### config.mk
export PLATFORM = sky130hd
export DESIGN_NAME = rsrc_top
export DESIGN_NICKNAME = d
export VERILOG_FILES = /design/src/logic/rsrc_pkg.sv /design/src/logic/rsrc_latency.sv /design/src/logic/rsrc_wake_detect.sv /design/src/logic/rsrc_top.sv
export SDC_FILE = /design/constraint.sdc
export NUM_CORES = 1
export LEC_CHECK = 0
export BUFFER_PORTS_ARGS = -buffer_cell sky130_fd_sc_hd__buf_2
export CORE_ASPECT_RATIO = 1.4
export CORE_MARGIN = 2
export CORE_UTILIZATION = 35
export CTS_CLUSTER_DIAMETER = 40
export DETAILED_ROUTE_END_ITERATION = 16
export GPL_TIMING_DRIVEN = 0
export PLACE_DENSITY_LB_ADDON = 0.3
export SYNTH_ARGS = -nofsm -noshare
export SYNTH_HDL_FRONTEND = slang
export SYNTH_HIERARCHICAL = 1
export SYNTH_SLANG_ARGS = --single-unit
### constraint.sdc
create_clock -name clk_i -period 5.31 [get_ports clk_i]
set_input_delay 0.2655 -clock clk_i [delete_from_list [all_inputs] [get_ports clk_i]]
set_output_delay 0.2655 -clock clk_i [all_outputs]
set_load 0.005 [all_outputs]
### src/logic/rsrc_pkg.sv
`default_nettype none

package rsrc_pkg;

  // ----------------------------------------------------------------------
  // Latency counts
  // ----------------------------------------------------------------------
  localparam int unsigned CNT_W          = 10;
  localparam int unsigned SYS_OSC_CYCLES = 514;
  localparam int unsigned SHT_OSC_CYCLES = 66;
  localparam int unsigned SMR_OSC_CYCLES = 514;
  localparam int unsigned CLK_CYCLES     = 16;

  // ----------------------------------------------------------------------
  // Register map
  // ----------------------------------------------------------------------
  localparam int unsigned ADR_W        = 8;
  localparam logic [7:0]  ADDR_OPTION  = 8'h00;
  localparam logic [7:0]  ADDR_DEBUGGER = 8'h04;
  localparam logic [7:0]  ADDR_WAKE_EN = 8'h08;
  localparam logic [7:0]  ADDR_STATUS  = 8'h0C;
  localparam logic [7:0]  ADDR_CAUSE   = 8'h10;

  // ----------------------------------------------------------------------
  // Fields and reset values
  // ----------------------------------------------------------------------
  localparam int unsigned OPT_WDRES_BIT = 0;
  localparam int unsigned DEBUGGER_RST_BIT = 1;
  localparam int unsigned CAUSE_POR     = 0;
  localparam int unsigned CAUSE_BROWN   = 1;
  localparam int unsigned CAUSE_PIN     = 2;
  localparam int unsigned CAUSE_WDOG    = 3;
  localparam int unsigned CAUSE_DEBUGGER = 4;
  localparam int unsigned CAUSE_SMR     = 5;
  localparam int unsigned CAUSE_W       = 6;
  localparam int unsigned STAT_TYPE_LSB = 0;
  localparam int unsigned STAT_CPU_BIT  = 2;
  localparam int unsigned STAT_STOP_BIT = 3;
  localparam logic        OPT_RESET     = 1'h1;
  localparam int unsigned GPIO_N        = 8;

  typedef enum logic [1:0] {
    RSRC_NONE,
    RSRC_SYSTEM,
    RSRC_SHORT,
    RSRC_SMR
  } rsrc_type_e;

endpackage

`default_nettype wire

### src/logic/rsrc_latency.sv
`timescale 1ns/10ps
`default_nettype none

module rsrc_latency #(
  parameter int unsigned CNT_W      = rsrc_pkg::CNT_W,
  parameter int unsigned CLK_CYCLES = rsrc_pkg::CLK_CYCLES
) (
  input  wire logic             clk_i,
  input  wire logic             rst_i,
  input  wire logic             start_i,
  input  wire logic [CNT_W-1:0] osc_cycles_i,
  input  wire logic             osc_tick_i,
  output logic                  busy_o,
  output logic                  clk_phase_o,
  output logic                  done_o
);

  typedef enum logic [1:0] {LAT_IDLE, LAT_OSC, LAT_CLK} rsrc_lat_e;

  typedef struct packed {
    rsrc_lat_e        st;
    logic [CNT_W-1:0] cnt;
  } rsrc_lat_s;

  rsrc_lat_s cur;
  rsrc_lat_s next_cur;

  // ----------------------------------------------------------------------
  // Two-phase count
  // ----------------------------------------------------------------------
  // The slow oscillator portion runs first so that the clock has settled
  // before the short system-clock portion is counted.
  always_comb begin
    next_cur = cur;
    unique case (cur.st)
      LAT_IDLE: begin
      end
      LAT_OSC: begin
        if (osc_tick_i) begin
          if (cur.cnt <= CNT_W'(1)) begin
            next_cur.st  = LAT_CLK;
            next_cur.cnt = CNT_W'(CLK_CYCLES - 1);
          end else begin
            next_cur.cnt = cur.cnt - CNT_W'(1);
          end
        end
      end
      LAT_CLK: begin
        if (cur.cnt == '0) begin
          next_cur.st = LAT_IDLE;
        end else begin
          next_cur.cnt = cur.cnt - CNT_W'(1);
        end
      end
    endcase
    if (start_i) begin
      next_cur.st  = LAT_OSC;
      next_cur.cnt = osc_cycles_i;
    end
    if (rst_i) begin
      next_cur.st  = LAT_IDLE;
      next_cur.cnt = '0;
    end
  end

  always_ff @(posedge clk_i) begin
    cur <= next_cur;
  end

  assign busy_o      = (cur.st != LAT_IDLE);
  assign clk_phase_o = (cur.st == LAT_CLK);
  assign done_o      = (cur.st == LAT_CLK) && (cur.cnt == '0);

endmodule

`default_nettype wire

### src/logic/rsrc_wake_detect.sv
`timescale 1ns/10ps
`default_nettype none

module rsrc_wake_detect #(
  parameter int unsigned N = rsrc_pkg::GPIO_N
) (
  input  wire logic         clk_i,
  input  wire logic         rst_i,
  input  wire logic [N-1:0] gpio_i,
  input  wire logic [N-1:0] en_i,
  input  wire logic         stop_i,
  output logic              wake_o
);

  typedef struct packed {
    logic [N-1:0] prev;
    logic         armed;
    logic         wake;
  } rsrc_wake_s;

  rsrc_wake_s cur;
  rsrc_wake_s next_cur;

  // ----------------------------------------------------------------------
  // Edge detect
  // ----------------------------------------------------------------------
  // The armed bit hides the false edge that the cleared history would
  // otherwise show in the first cycle after reset.
  always_comb begin
    next_cur       = cur;
    next_cur.prev  = gpio_i;
    next_cur.armed = 1'h1;
    next_cur.wake  = cur.armed && stop_i && (|((gpio_i ^ cur.prev) & en_i));
    if (rst_i) begin
      next_cur = '0;
    end
  end

  always_ff @(posedge clk_i) begin
    cur <= next_cur;
  end

  assign wake_o = cur.wake;

endmodule

`default_nettype wire

### src/logic/rsrc_top.sv
// Added by the designer: the Wishbone slave port and the placing of the registers.
`timescale 1ns/10ps
`default_nettype none

module rsrc_top #(
  parameter int unsigned GPIO_N = rsrc_pkg::GPIO_N
) (
  input  wire logic                     clk_i,
  input  wire logic                     rst_i,
  input  wire logic                     wb_cyc_i,
  input  wire logic                     wb_stb_i,
  input  wire logic                     wb_we_i,
  input  wire logic [rsrc_pkg::ADR_W-1:0] wb_adr_i,
  input  wire logic [3:0]               wb_sel_i,
  input  wire logic [31:0]              wb_dat_i,
  output logic      [31:0]              wb_dat_o,
  output logic                          wb_ack_o,
  input  wire logic                     por_i,
  input  wire logic                     supply_brownout_detect_i,
  input  wire logic                     ext_reset_n_i,
  input  wire logic                     watchdog_timeout_i,
  input  wire logic                     watchdog_osc_tick_i,
  input  wire logic                     stop_mode_i,
  input  wire logic                     debug_pin_i,
  input  wire logic [GPIO_N-1:0]        gpio_i,
  output logic                          cpu_reset_o,
  output logic                          ctrl_reg_reset_o,
  output logic                          watchdog_control_reg_reset_o,
  output logic                          watchdog_irq_o,
  output logic      [1:0]               reset_type_o
);

  typedef struct packed {
    logic                          ack;
    logic [31:0]                   rdat;
    logic                          opt_wdres;
    logic                          debugger_rst;
    logic [GPIO_N-1:0]             wake_en;
    logic [rsrc_pkg::CAUSE_W-1:0]  cause;
    logic                          cpu_rst;
    logic                          ctrl_rst;
    logic                          wctl_rst;
    logic                          irq;
    rsrc_pkg::rsrc_type_e          rtype;
  } rsrc_top_s;

  rsrc_top_s cur;
  rsrc_top_s next_cur;

  logic                       wr;
  logic                       rd;
  logic                       pin_req;
  logic                       sys_req;
  logic                       short_req;
  logic                       smr_req;
  logic                       start;
  logic                       gpio_wake;
  logic                       lat_done;
  logic                       lat_clk_phase;
  rsrc_pkg::rsrc_type_e       start_type;
  logic [rsrc_pkg::CNT_W-1:0] osc_load;

  function automatic logic [rsrc_pkg::CNT_W-1:0] osc_cycles(input rsrc_pkg::rsrc_type_e t);
    unique case (t)
      rsrc_pkg::RSRC_SHORT: osc_cycles = rsrc_pkg::CNT_W'(rsrc_pkg::SHT_OSC_CYCLES);
      rsrc_pkg::RSRC_SMR:   osc_cycles = rsrc_pkg::CNT_W'(rsrc_pkg::SMR_OSC_CYCLES);
      default:              osc_cycles = rsrc_pkg::CNT_W'(rsrc_pkg::SYS_OSC_CYCLES);
    endcase
  endfunction

  // ----------------------------------------------------------------------
  // Reset sources and type choice
  // ----------------------------------------------------------------------
  // System-class sources restart the count every cycle they stay active, so the
  // latency runs from their release. Lower-class requests that arrive
  // while a reset is already running are dropped.
  assign pin_req   = por_i || supply_brownout_detect_i || !ext_reset_n_i;
  assign sys_req   = pin_req || cur.debugger_rst;
  assign short_req = watchdog_timeout_i && !stop_mode_i && cur.opt_wdres;
  assign smr_req   = stop_mode_i && (watchdog_timeout_i || gpio_wake || !debug_pin_i);
  assign start     = sys_req || (!cur.cpu_rst && (smr_req || short_req));

  always_comb begin
    if (sys_req) begin
      start_type = rsrc_pkg::RSRC_SYSTEM;
    end else if (smr_req) begin
      start_type = rsrc_pkg::RSRC_SMR;
    end else begin
      start_type = rsrc_pkg::RSRC_SHORT;
    end
  end

  assign osc_load = osc_cycles(start_type);

  rsrc_latency #(
    .CNT_W      (rsrc_pkg::CNT_W),
    .CLK_CYCLES (rsrc_pkg::CLK_CYCLES)
  ) u_latency (
    .clk_i        (clk_i),
    .rst_i        (rst_i),
    .start_i      (start),
    .osc_cycles_i (osc_load),
    .osc_tick_i   (watchdog_osc_tick_i),
    .busy_o       (),
    .clk_phase_o  (lat_clk_phase),
    .done_o       (lat_done)
  );

  rsrc_wake_detect #(
    .N (GPIO_N)
  ) u_wake (
    .clk_i  (clk_i),
    .rst_i  (rst_i),
    .gpio_i (gpio_i),
    .en_i   (cur.wake_en),
    .stop_i (stop_mode_i),
    .wake_o (gpio_wake)
  );

  // ----------------------------------------------------------------------
  // Bus slave and sequencing
  // ----------------------------------------------------------------------
  // Ack is registered, so every access costs one wait state; unmapped
  // addresses are acknowledged and read as zero.
  assign wr = wb_cyc_i && wb_stb_i && wb_we_i && !cur.ack && wb_sel_i[0];
  assign rd = wb_cyc_i && wb_stb_i && !wb_we_i && !cur.ack;

  always_comb begin
    next_cur      = cur;
    next_cur.ack  = wb_cyc_i && wb_stb_i && !cur.ack;
    next_cur.rdat = '0;
    next_cur.irq  = watchdog_timeout_i && !stop_mode_i && !cur.opt_wdres;
    if (rd) begin
      unique case (wb_adr_i)
        rsrc_pkg::ADDR_OPTION:   next_cur.rdat[rsrc_pkg::OPT_WDRES_BIT] = cur.opt_wdres;
        rsrc_pkg::ADDR_DEBUGGER: next_cur.rdat[rsrc_pkg::DEBUGGER_RST_BIT] = cur.debugger_rst;
        rsrc_pkg::ADDR_WAKE_EN:  next_cur.rdat[GPIO_N-1:0] = cur.wake_en;
        rsrc_pkg::ADDR_CAUSE:    next_cur.rdat[rsrc_pkg::CAUSE_W-1:0] = cur.cause;
        rsrc_pkg::ADDR_STATUS: begin
          next_cur.rdat[rsrc_pkg::STAT_TYPE_LSB +: 2] = cur.rtype;
          next_cur.rdat[rsrc_pkg::STAT_CPU_BIT]       = cur.cpu_rst;
          next_cur.rdat[rsrc_pkg::STAT_STOP_BIT]      = stop_mode_i;
        end
        default: next_cur.rdat = '0;
      endcase
    end
    if (start) begin
      next_cur.debugger_rst = 1'h0;
    end
    if (wr) begin
      unique case (wb_adr_i)
        rsrc_pkg::ADDR_OPTION:   next_cur.opt_wdres = wb_dat_i[rsrc_pkg::OPT_WDRES_BIT];
        rsrc_pkg::ADDR_DEBUGGER: next_cur.debugger_rst = wb_dat_i[rsrc_pkg::DEBUGGER_RST_BIT];
        rsrc_pkg::ADDR_WAKE_EN:  next_cur.wake_en = wb_dat_i[GPIO_N-1:0];
        rsrc_pkg::ADDR_CAUSE:    next_cur.cause = cur.cause & ~wb_dat_i[rsrc_pkg::CAUSE_W-1:0];
        default: begin
        end
      endcase
    end
    // Cause flags are set after the clear so a new event is never lost.
    if (por_i) next_cur.cause[rsrc_pkg::CAUSE_POR] = 1'h1;
    if (supply_brownout_detect_i) next_cur.cause[rsrc_pkg::CAUSE_BROWN] = 1'h1;
    if (!ext_reset_n_i) next_cur.cause[rsrc_pkg::CAUSE_PIN] = 1'h1;
    if (cur.debugger_rst) next_cur.cause[rsrc_pkg::CAUSE_DEBUGGER] = 1'h1;
    if (start && start_type == rsrc_pkg::RSRC_SHORT) next_cur.cause[rsrc_pkg::CAUSE_WDOG] = 1'h1;
    if (start && start_type == rsrc_pkg::RSRC_SMR) next_cur.cause[rsrc_pkg::CAUSE_SMR] = 1'h1;
    if (start) begin
      next_cur.rtype    = start_type;
      next_cur.cpu_rst  = 1'h1;
      next_cur.wctl_rst = 1'h1;
      next_cur.ctrl_rst = (start_type != rsrc_pkg::RSRC_SMR);
    end else if (lat_done) begin
      next_cur.cpu_rst  = 1'h0;
      next_cur.wctl_rst = 1'h0;
      next_cur.ctrl_rst = 1'h0;
    end
    // Register-clearing resets also clear this block's own control state;
    // the option bit lives in nonvolatile storage and survives.
    if (cur.ctrl_rst) begin
      next_cur.wake_en = '0;
    end
    if (rst_i) begin
      next_cur           = '0;
      next_cur.opt_wdres = rsrc_pkg::OPT_RESET;
    end
  end

  always_ff @(posedge clk_i) begin
    cur <= next_cur;
  end

  assign wb_ack_o                     = cur.ack;
  assign wb_dat_o                     = cur.rdat;
  assign cpu_reset_o                  = cur.cpu_rst;
  assign ctrl_reg_reset_o             = cur.ctrl_rst;
  assign watchdog_control_reg_reset_o = cur.wctl_rst;
  assign watchdog_irq_o               = cur.irq;
  assign reset_type_o                 = cur.rtype;
endmodule

`default_nettype wire

== Word-level counts from Yosys, hierarchy flattened ==
Index checks and enable logic that the tools add are counted.
Storage, ports and cells
  input port bits: 64
  register bits: 77
  logic and storage cells: 140
Cells by class
  reductions and logical operators: 62
  equality and inequality tests: 18
  bitwise gates (word level): 6
  add/sub/neg operators: 1
  mux-type cells: 28
  magnitude comparators: 1
Operators by type and width (count)
  two-way mux 10 bit: 3
  one-hot mux 12 bit (2 select lines): 1
  nonzero test 2 bit: 12
  logical AND 1 bit: 17
  == test 8 x 4 -> 1 bit, second input constant: 2
  AND reduction 2 bit: 8
  two-way mux 15 bit: 1
  two-way mux 12 bit: 1
  two-way mux 11 bit: 1
  less-or-equal comparator 10 x 1 -> 1 bit, second input constant: 1
  logical NOT 10 bit: 1
  subtractor 10 x 1 -> 10 bit, second input constant: 1
  two-way mux 1 bit: 9
  bitwise AND 8 bit: 1
  == test 8 x 3 -> 1 bit, second input constant: 1
  == test 8 x 5 -> 1 bit, second input constant: 1
  logical NOT 8 bit: 1
  two-way mux 2 bit: 4
  two-way mux 8 bit: 1
  inequality test 2 x 1 -> 1 bit, second input constant: 4
  one-hot mux 1 bit (4 select lines): 2
  AND reduction 4 bit: 2
  OR reduction 8 bit: 1
  XOR 8 bit: 1
  18 further kinds: 39

== Longest topological paths before layout ==
Gate-level depths: netlist (run 1).
  depth after elaboration: 10
  mapped depth: 10
  gate-level depth less buffers: 9

== Hierarchy ==
The synthesis (run 1) kept the hierarchy.
By module, submodules not included
  rsrc_top: cells an instance 189, area an instance 1580.3 sq um, seq. area each 600.6 sq um, instances 1
  rsrc_latency: cells an instance 113, area an instance 815.8 sq um, seq. area each 240.2 sq um, instances 1
  rsrc_wake_detect: cells an instance 33, area an instance 374.1 sq um, seq. area each 200.2 sq um, instances 1

== Worst setup path before layout (run 1) ==
OpenSTA, ideal clock, no wires.
  path kind: reg2reg
  start point: register cur[20] (netlist name)
  end point: register u_latency/cur[4] (netlist name)
  buffers on the path: 1
  data arrival time: 1.764 ns
  setup time: 0.101 ns
  clock period less this slack: 1.865 ns
  cell stages (with the launch flop): 9
  slack: 3.445 ns
  cell sequence: dfxtp_1 > nor4b_1 > nand2_1 > clkbuf_1 > clkinv_1 > o41a_1 > a21boi_1 > o211ai_1 > o41ai_1
Between the ends
  word-level cells in the longest chain between the ends: 4
Ends and longest elaborated chain
  start: declaration: RTL line rsrc_top.sv:47  | rsrc_top_s cur;
  start signal: assignment: RTL line rsrc_top.sv:189  | cur <= next_cur;
  logical OR 1 bit *: RTL line rsrc_top.sv:78  | assign sys_req = pin_req || cur.debugger_rst;
  logical OR 1 bit *: RTL line rsrc_top.sv:81  | assign start = sys_req || (!cur.cpu_rst && (smr_req || short_req));
  via start: RTL line rsrc_top.sv:56  | logic start;
  inequality test 3 bit (no source line) / nonzero test 3 bit (equally long branches)
  AND reduction 3 bit (no source line)
  end signal: assignment: RTL line rsrc_latency.sv:67  | cur <= next_cur;
  end: declaration: RTL line rsrc_latency.sv:25  | rsrc_lat_s cur;
The timed path passes the listed nets; every way through them passes the cells marked *.
A chain may end at the register's enable or synchronous reset.

== Worst setup path in the final report (run 1) ==
Same ends and word-level chain as after synthesis.

==> results.yml, run 1 <==
status:
  status: "complete, no violations"
final_layout:
  layout-drive-gt1-share_pct: 24.9
  syn2layout_area_growth_pct: 21.6
  regArea_mm2: 0.00104
  antenna_cells_inserted: 0
  nFillCells: 800
  finalNetCount: 487
  multi_input_area_mm2: 0.00146
timing:
  maxClockFrequency_ghz: 0.412
  finalClockSkew_ns: 0.0133
  setup_violations: 0
  tightest_slew_ns: 0.686
  timing.final.hold_violations: 0
  layout_min_cycle_time_ns: 2.43
  final_worst_path_cycle_share_pct: 45.8
  fin_max_slew_vios: 0
  rsz_0062_raised_after_global_routing: "no"
  total_neg_setup_slack_ns: 0
  worst_slew_margin_rel_pct: 53.6
  whs_ns: 0.155
critical_path:
  required_ns: 5.53
  arrival_ns: 2.65
  worst_path_largest_cell_delay_ns: 0.65
  r2r_end: "u_latency/cur[4]"
  critical_path_peak_fanout: 10
  timing.rr.start: "cur[20]"
  startpoint: "cur[20]"
  dominant_delay_contributor_by_cell_family_on_the_critical_path: "simple AND/OR/NAND/NOR gates"
  critical-path-slowest-cell: "sky130_fd_sc_hd__nor4b_1"
  rr_worst_depth: 8
  critical_path_depth: 8
  rrSetupSlack_ns: 2.88
  worst_path_class_setup: "flip-flop to flip-flop"
  critPathLaunchType: "flip-flop"
  crit_chain: "nor4b_1 > nand2_1 > clkbuf_1 > clkinv_1 > o41a_1 > a21boi_1 > o211ai_1 > o41ai_1"
  timing.critical_path.to_type: "flip-flop"
  cp-endpoint: "u_latency/cur[4]"
  number_of_buffers_and_inverters_on_the_critical_path: 2
synth:
  synthesis.area_mm2: 0.00276
  syn_area_per_cell_um2: 8.28
  yosysWarningCount: 6
  postSynthCellCount: 334
routing:
  ant_nets: 0
  met3WireLength_um: 354
  met1_routed_length_um: 2570
  avgViaCountPerCell: 4.92
  routed.top_layer: "met4"
  first_iter_violations: 62
  route.vias.total: 2562
  wl_per_cell_um: 13.0
  detailedRoute.firstPassIterationCount: 4
  drt_drc_violations_left: 0
  drt-total-wl_um: 6770
  met2_wirelength_um: 3660
power_and_ir_drop:
  p_total_uw: 821
  leakagePower_nw: 1.46
  vdd.ir_drop.worst_uv: 95.5
  power_density_normalized_to_cell_area_mw_per_mm2: 244
cts:
  postCtsHoldBufs: 0
  cts_htree_levels: 2
  cts_buffers: 5
  clock_tree.root_cell: "sky130_fd_sc_hd__clkbuf_8"
  cts.clk_slew.worst_paths_ns: 0.10
  cts_tree: "done"
  cts.repair.resized: 0
  clk-insertion-delay-late_ns: 0.32
  postCtsSetupRepairBufs: 0
  clock-sinks: 52
  ctsLongestPathBuffers: 2
die:
  io_pins: 103
  die_area_mm2: 0.00863
  placeableCoreArea_mm2: 0.00770
  initial_core_util_pct: 35.9
  fp.dieH_um: 109
  die_w_um: 79.1
  std_cell_rows: 38
grt:
  first_global_vias: 2431
  globalRouteOverflowTotal: 0
  grt_antenna_before_repair: 0
  grt.total_usage_pct: 16.1
  grt_first_pass_wirelength_um: 11000
  largest_net_degree_at_the_start_of_global_routing: 18
job:
  maxCapViolations: 0
place:
  finalWeightedCongestion: 0.862
  dp_hpwl_um: 5370
  place.port_buffers: 49
worst_hold_path:
  hold_path_class: "input port to flip-flop"
## worst min path at each step
stage	endpoint	slack [ns]	from	depth (start not counted)
after floorplan	u_wake/cur[1]	0.33	rst_i	1
after global placement	cur[17]	0.46	cur[17]	2
after detailed placement	cur[18]	0.46	cur[18]	2
after CTS	cur[10]	0.15	wb_dat_i[4]	2
after global routing	cur[10]	0.15	wb_dat_i[4]	2
final	cur[10]	0.16	wb_dat_i[4]	2
## final cells by class
class,instances,share of cell area (%)
tap,100,3.72
timing repair buffer,49,7.29
multi-input combinational,250,43.4
sequential,52,31.0
clock inverter,3,1.38
inverter,15,1.67
clock buffer,5,2.05
buffer,47,9.49
## sequential cells by signal (all words and copies together), names as in the netlist
name              cells
cpu_reset_o           1
ctrl_reg_reset_o      1
cur                  16
reset_type_o          2
u_latency/cur        12
u_wake/cur            9
u_wake/wake_o         1
watchdog_irq_o        1
wb_ack_o              1
wb_dat_o              8
## layer usage
metal,up-vias,global-route usage (%)
met5,-,0
met3,14,3.56
met2,77,31.5
met1,1175,15.7
met4,0,7.64
li1,1296,-
## power by group
part / switching (mW) / total, mW / internal (mW)
registers: 0.0135 / 0.417 / 0.403
clock network: 0.143 / 0.285 / 0.142
logic: 0.0640 / 0.119 / 0.0545
## through the flow
stage                     instances  utilization (%)  worst slack, ns  instance area (um^2)
after CTS                       521             43.6             2.87                  3360
final                           521             43.6             2.88                  3360
after floorplan                 364                -             3.45                  2880
after global routing            521             43.6             2.61                  3360
after detailed placement        513             42.2             2.88                  3250
after global placement          513             42.2             2.93                  3250
## cell usage in the layout, fill, tap and decap left out, types with 2 or more instances in the layout
| master | instances |
|---|---|
| sky130_fd_sc_hd__nor4_1 | 5 |
| sky130_fd_sc_hd__and3_1 | 2 |
| sky130_fd_sc_hd__buf_4 | 35 |
| sky130_fd_sc_hd__xor2_1 | 8 |
| sky130_fd_sc_hd__buf_2 | 52 |
| sky130_fd_sc_hd__a311oi_1 | 6 |
| sky130_fd_sc_hd__nor3_1 | 15 |
| sky130_fd_sc_hd__a2111oi_0 | 2 |
| sky130_fd_sc_hd__a22oi_1 | 6 |
| sky130_fd_sc_hd__nor2_1 | 25 |
| sky130_fd_sc_hd__clkbuf_8 | 5 |
| sky130_fd_sc_hd__and4_1 | 2 |
| sky130_fd_sc_hd__nand2b_1 | 8 |
| sky130_fd_sc_hd__or4_1 | 3 |
| sky130_fd_sc_hd__dfxtp_1 | 52 |
| sky130_fd_sc_hd__a211oi_1 | 4 |
| sky130_fd_sc_hd__inv_1 | 14 |
| sky130_fd_sc_hd__a21oi_1 | 20 |
| sky130_fd_sc_hd__nand3_1 | 11 |
| sky130_fd_sc_hd__nand4_1 | 2 |
| sky130_fd_sc_hd__o21ai_0 | 14 |
| sky130_fd_sc_hd__mux2i_1 | 4 |
| sky130_fd_sc_hd__conb_1 | 32 |
| sky130_fd_sc_hd__and2_1 | 2 |
| sky130_fd_sc_hd__a31oi_1 | 8 |
| sky130_fd_sc_hd__nand2_1 | 28 |
| sky130_fd_sc_hd__nor2b_1 | 9 |
| sky130_fd_sc_hd__clkbuf_1 | 7 |
| sky130_fd_sc_hd__or4b_4 | 2 |
| sky130_fd_sc_hd__ha_1 | 3 |
| sky130_fd_sc_hd__nand3b_1 | 3 |
| sky130_fd_sc_hd__o32ai_1 | 2 |
No activity file was read; power rests on OpenSTA's default activity.
==> run 2: changes to the inputs <==
clock period = 2.3 ns   (was 5.31 ns; I/O delays follow)
==> results.yml, run 2 (same netlist as run 1, synthesis figures left out) <==
status:
  status: "complete, no violations"
timing:
  rsz_0062_raised_after_global_routing: "no"
  finalClockSkew_ns: 0.0158
  final_worst_path_cycle_share_pct: 90.2
  fin_max_slew_vios: 0
  timing.final.hold_violations: 0
  layout_min_cycle_time_ns: 2.07
  worst_slew_margin_rel_pct: 64.9
  maxClockFrequency_ghz: 0.482
  setup_violations: 0
  tightest_slew_ns: 0.527
  total_neg_setup_slack_ns: 0
critical_path:
  arrival_ns: 2.29
  rr_worst_depth: 8
  worst_path_largest_cell_delay_ns: 0.32
  required_ns: 2.51
  timing.critical_path.to_type: "flip-flop"
  critical_path_peak_fanout: 10
  critical-path-slowest-cell: "sky130_fd_sc_hd__dfxtp_1"
  worst_path_class_setup: "flip-flop to flip-flop"
  rrSetupSlack_ns: 0.23
  r2r_end: "u_latency/cur[4]"
  timing.rr.start: "u_wake/wake_o"
  crit_chain: "o31ai_2 > a21o_1 > nand2_1 > clkinv_2 > o41a_1 > a21boi_1 > o211ai_1 > o41ai_1"
  critPathLaunchType: "flip-flop"
die:
  die_area_mm2: 0.00863
  die_w_um: 79.1
  std_cell_rows: 38
  initial_core_util_pct: 35.9
  placeableCoreArea_mm2: 0.00770
  fp.dieH_um: 109
  io_pins: 103
final_layout:
  finalNetCount: 487
  layout-drive-gt1-share_pct: 25.7
  final_cell_count_no_fill: 521
  antenna_cells_inserted: 0
  nFillCells: 797
  syn2layout_area_growth_pct: 22.6
  reg.largest.list: "cur (16), u_latency/cur (12), u_wake/cur (9)"
  largest_register_ffs: 16
  highest_count_cells_in_the_layout_ignoring_fill_and_taps: "52 x sky130_fd_sc_hd__buf_2, 52 x sky130_fd_sc_hd__dfxtp_1, 35 x sky130_fd_sc_hd__buf_4"
  regMostFlops: "cur"
  post-route-util_pct: 44.0
  final_cell_area_mm2: 0.00339
routing:
  ant_nets: 0
  drt_drc_violations_left: 0
  avgViaCountPerCell: 4.94
  detailedRoute.firstPassIterationCount: 4
  wl_per_cell_um: 13.2
  route.vias.total: 2572
  drt-total-wl_um: 6870
  first_iter_violations: 76
place:
  placed_cell_area_mm2: 0.00325
  dp_hpwl_um: 5370
  place.detailed.instances: 513
  finalWeightedCongestion: 0.862
  place.port_buffers: 49
cts:
  clock_tree.root_cell: "sky130_fd_sc_hd__clkbuf_8"
  clock-sinks: 52
  ctsLongestPathBuffers: 2
  cts.clk_slew.worst_paths_ns: 0.11
  cts_buffers: 5
  clk-insertion-delay-late_ns: 0.32
  postCtsSetupRepairBufs: 0
  cts_htree_levels: 2
  cts_tree: "done"
power_and_ir_drop:
  p_total_mw: 1.90
  vdd.ir_drop.worst_uv: 222
  power_density_normalized_to_cell_area_mw_per_mm2: 560
  leakagePower_nw: 1.47
grt:
  grt_use_met2_pct: 31.5
  grt.total_usage_pct: 16.2
  grt_antenna_before_repair: 0
  first_global_vias: 2426
  grt_util_met3_pct: 3.56
  largest_net_degree_at_the_start_of_global_routing: 18
  global_route.peak_usage_layer: "met2"
  globalRouteOverflowTotal: 0
  grt_met1_use_pct: 15.8
  grt_first_pass_wirelength_um: 11000
worst_hold_path:
  hold_path_class: "input port to flip-flop"
  hold-path-endpoint: "u_wake/cur[3]"
  hold_path_depth: 2
  hold_start: "gpio_i[1]"
job:
  maxCapViolations: 0
==> run 2: cell count changes in the layout (fill, tap and decap cells not counted), sizes merged <==
cell,before,now
clkbuf,12,11
dlygate4sd3,0,1
==> run 2: area by class of cell <==
cell class	count	area (um^2)	share of cell area [%]
plain buffers	46	315	9.30
clock buffers	5	68.8	2.03
clock inverters	3	46.3	1.37
inverters	15	57.6	1.70
multi-input cells	250	1480	43.7
flip-flops and latches	52	1040	30.7
well taps	100	125	3.69
repair buffers	50	255	7.53
==> run 2: how the worst max path moves through the flow <==
stage,cells past startpoint,from,endpoint,slack (ns)
5_1_grt,8,u_wake/wake_o,u_latency/cur[4],0.01
3_5_place_dp,8,cur[20],u_latency/cur[4],-0.12
3_3_place_gp,8,cur[20],u_latency/cur[4],-0.06
4_1_cts,9,u_wake/wake_o,u_latency/cur[4],0.1
2_1_floorplan,8,cur[20],u_latency/cur[4],0.44
6_report,8,u_wake/wake_o,u_latency/cur[4],0.23
==> run 2: timing repair <==
| action | CTS | global route |
|---|---|---|
| gates resized for setup | 2 | 2 |
| hold buffers | 1 | 0 |
| endpoints found under the setup margin | 3 | 9 |
| hold endpoints to repair | 1 | 0 |
==> run 2: through the flow <==
| stage | worst slack, ns | hold WS (ns) |
|---|---|---|
| detailed placement | -0.123 | 0.348 |
| CTS | 0.0990 | 0.00747 |
| global placement | -0.0632 | 0.341 |
| floorplan | 0.435 | 0.184 |
| finish | 0.227 | 0.0225 |
| global route | 0.00971 | 0.00997 |
==> run 2: per-layer routing <==
| metal | share of wire [%] | routed length (um) |
|---|---|---|
| met4 | 2.4 | 162 |
| met5 | 0 | 0 |
| met3 | 5.1 | 350 |
| met1 | 38 | 2610 |
| met2 | 55 | 3750 |
==> run 2: report_power, final <==
group	switching (mW)	total (mW)	internal (mW)
Combinational	0.150	0.278	0.128
Sequential	0.0313	0.963	0.931
Clock	0.329	0.657	0.328
==> run 2: critical path, delay by kind of cell, from the launching register on <==
family / cells / cell delay, ns
DFF: 1 / 0.32
buffers and inverters: 1 / 0.21
AOI/OAI and AO/OA: 6 / 1.23
and+or+nand+nor: 1 / 0.22
==> run 3: changes to the inputs <==
CELL_PAD_IN_SITES_DETAIL_PLACEMENT = 1   (was unset)
CELL_PAD_IN_SITES_GLOBAL_PLACEMENT = 2   (was unset)
CORE_UTILIZATION = 27   (was 35)
==> results.yml, run 3 (same netlist as run 1, synthesis figures left out) <==
routing:
  route.vias.total: 2620
  wl_per_cell_um: 14.5
  detailedRoute.firstPassIterationCount: 4
  ant_nets: 0
  drt_drc_violations_left: 0
  first_iter_violations: 33
  avgViaCountPerCell: 4.71
  drt-total-wl_um: 8060
place:
  finalWeightedCongestion: 0.771
  placed_cell_area_mm2: 0.00329
  place.detailed.instances: 548
  place.port_buffers: 49
  dp_hpwl_um: 6380
critical_path:
  critical_path_peak_fanout: 10
  worst_path_largest_cell_delay_ns: 0.33
  rr_worst_depth: 8
  crit_chain: "o31ai_2 > a21o_1 > nand2_2 > clkinv_2 > o41a_1 > a21boi_1 > o211ai_1 > o41ai_1"
  critical-path-slowest-cell: "sky130_fd_sc_hd__o31ai_2"
  timing.critical_path.to_type: "flip-flop"
  critical_path_depth: 8
  rrSetupSlack_ns: 0.23
  dominant_delay_contributor_by_cell_family_on_the_critical_path: "compound AO/OA/AOI/OAI gates"
  required_ns: 2.51
  number_of_buffers_and_inverters_on_the_critical_path: 1
  arrival_ns: 2.27
  worst_path_class_setup: "flip-flop to flip-flop"
  critPathLaunchType: "flip-flop"
cts:
  clock-sinks: 52
  cts_buffers: 5
  postCtsHoldBufs: 0
  cts.clk_slew.worst_paths_ns: 0.08
  ctsLongestPathBuffers: 2
  cts_tree: "done"
  clk-insertion-delay-late_ns: 0.30
  cts_htree_levels: 2
  clock_tree.root_cell: "sky130_fd_sc_hd__clkbuf_16"
final_layout:
  antenna_cells_inserted: 0
  layout-drive-gt1-share_pct: 26.4
  syn2layout_area_growth_pct: 26.4
  final_cell_area_mm2: 0.00349
  final_cell_count_no_fill: 556
  multi_input_area_mm2: 0.00149
  highest_count_cells_in_the_layout_ignoring_fill_and_taps: "52 x sky130_fd_sc_hd__buf_2, 52 x sky130_fd_sc_hd__dfxtp_1, 36 x sky130_fd_sc_hd__buf_4"
  largest_register_ffs: 16
  reg.largest.list: "cur (16), u_latency/cur (12), u_wake/cur (9)"
  regMostFlops: "cur"
  finalNetCount: 487
  regArea_mm2: 0.00104
  nFillCells: 1240
  post-route-util_pct: 35.1
die:
  fp.dieH_um: 124
  initial_core_util_pct: 27.8
  placeableCoreArea_mm2: 0.00995
  die_w_um: 89.5
  std_cell_rows: 43
  io_pins: 103
  die_area_mm2: 0.0111
power_and_ir_drop:
  power_switching_uw: 558
  power.share.switching_pct: 26.1
  combPwrFrac_pct: 13.4
  share_seq_of_total_power_pct: 45.0
  p_int_mw: 1.58
  power_density_normalized_to_cell_area_mw_per_mm2: 611
  p_total_mw: 2.14
  share_of_total_power_in_the_clock_network_pct: 41.6
  leakagePower_nw: 1.50
  vdd.ir_drop.worst_uv: 253
timing:
  fin_max_slew_vios: 0
  maxClockFrequency_ghz: 0.484
  layout_min_cycle_time_ns: 2.07
  tightest_slew_ns: 0.535
  setup_violations: 0
  total_neg_setup_slack_ns: 0
  worst_slew_margin_rel_pct: 64.3
  timing.final.hold_violations: 0
  finalClockSkew_ns: 0.00835
  rsz_0062_raised_after_global_routing: "no"
  final_worst_path_cycle_share_pct: 89.8
grt:
  largest_net_degree_at_the_start_of_global_routing: 18
  grt_antenna_before_repair: 0
  globalRouteOverflowTotal: 0
  first_global_vias: 2632
  grt.total_usage_pct: 14.9
  grt_first_pass_wirelength_um: 12800
job:
  maxCapViolations: 0
worst_hold_path:
  hold_path_depth: 2
  hold_path_class: "input port to flip-flop"
status:
  status: "complete, no violations"
[run 3: cell count changes in the layout (fill, tap and decap cells not counted), sizes merged]
| cell | previous run | this run |
|---|---|---|
| buf | 89 | 90 |
| dlygate4sd3 | 1 | 0 |
[run 3: power groups by stage]
stage                     clock (mW)  combinational [mW]  sequential [mW]
final                          0.888               0.287            0.961
after global routing           0.946               0.323            0.966
after CTS                      0.915               0.285            0.962
after detailed placement           0               0.281            0.983
after global placement             0               0.278            0.982
after floorplan                    0               0.186            0.974
[run 3: path summary, 6_finish.rpt]
kind / startpoint / endpoint
setup / recovery: u_wake/wake_o / u_latency/cur[4]
hold / removal: wb_dat_i[2] / cur[8]
setup reg to reg: u_wake/wake_o / u_latency/cur[4]
hold reg to reg: cur[17] / cur[17]
[run 3: what timing repair did]
item	in CTS	in global routing
setup buffers	0	1
gates resized for setup	4	2
endpoints found under the setup margin	9	9
[run 3: metal layers]
| layer | part of all wire (%) | GRT usage [%] | up-vias |
|---|---|---|---|
| li1 | - | - | 1297 |
| met1 | 40 | 16.4 | 1264 |
| met2 | 55 | 28.5 | 48 |
| met3 | 3.4 | 2.05 | 11 |
| met4 | 1.5 | 5.04 | 0 |
| met5 | 0 | 0 | - |
[run 3: area by class of cell]
type,count,area share (%)
Tap cell,135,4.83
Buffer,46,9.02
Inverter,15,1.65
Clock inverter,3,1.32
Multi-Input combinational cell,250,42.6
Sequential cell,52,29.8
Clock buffer,5,3.58
Timing Repair Buffer,50,7.23
[run 3: stage by stage]
step / setup WS (ns) / hold slack (ns)
floorplan: 0.435 / 0.184
global placement: -0.170 / 0.341
detailed placement: -0.159 / 0.348
CTS: 0.00754 / 0.0285
global route: 0.0159 / 0.0398
finish: 0.234 / 0.0336
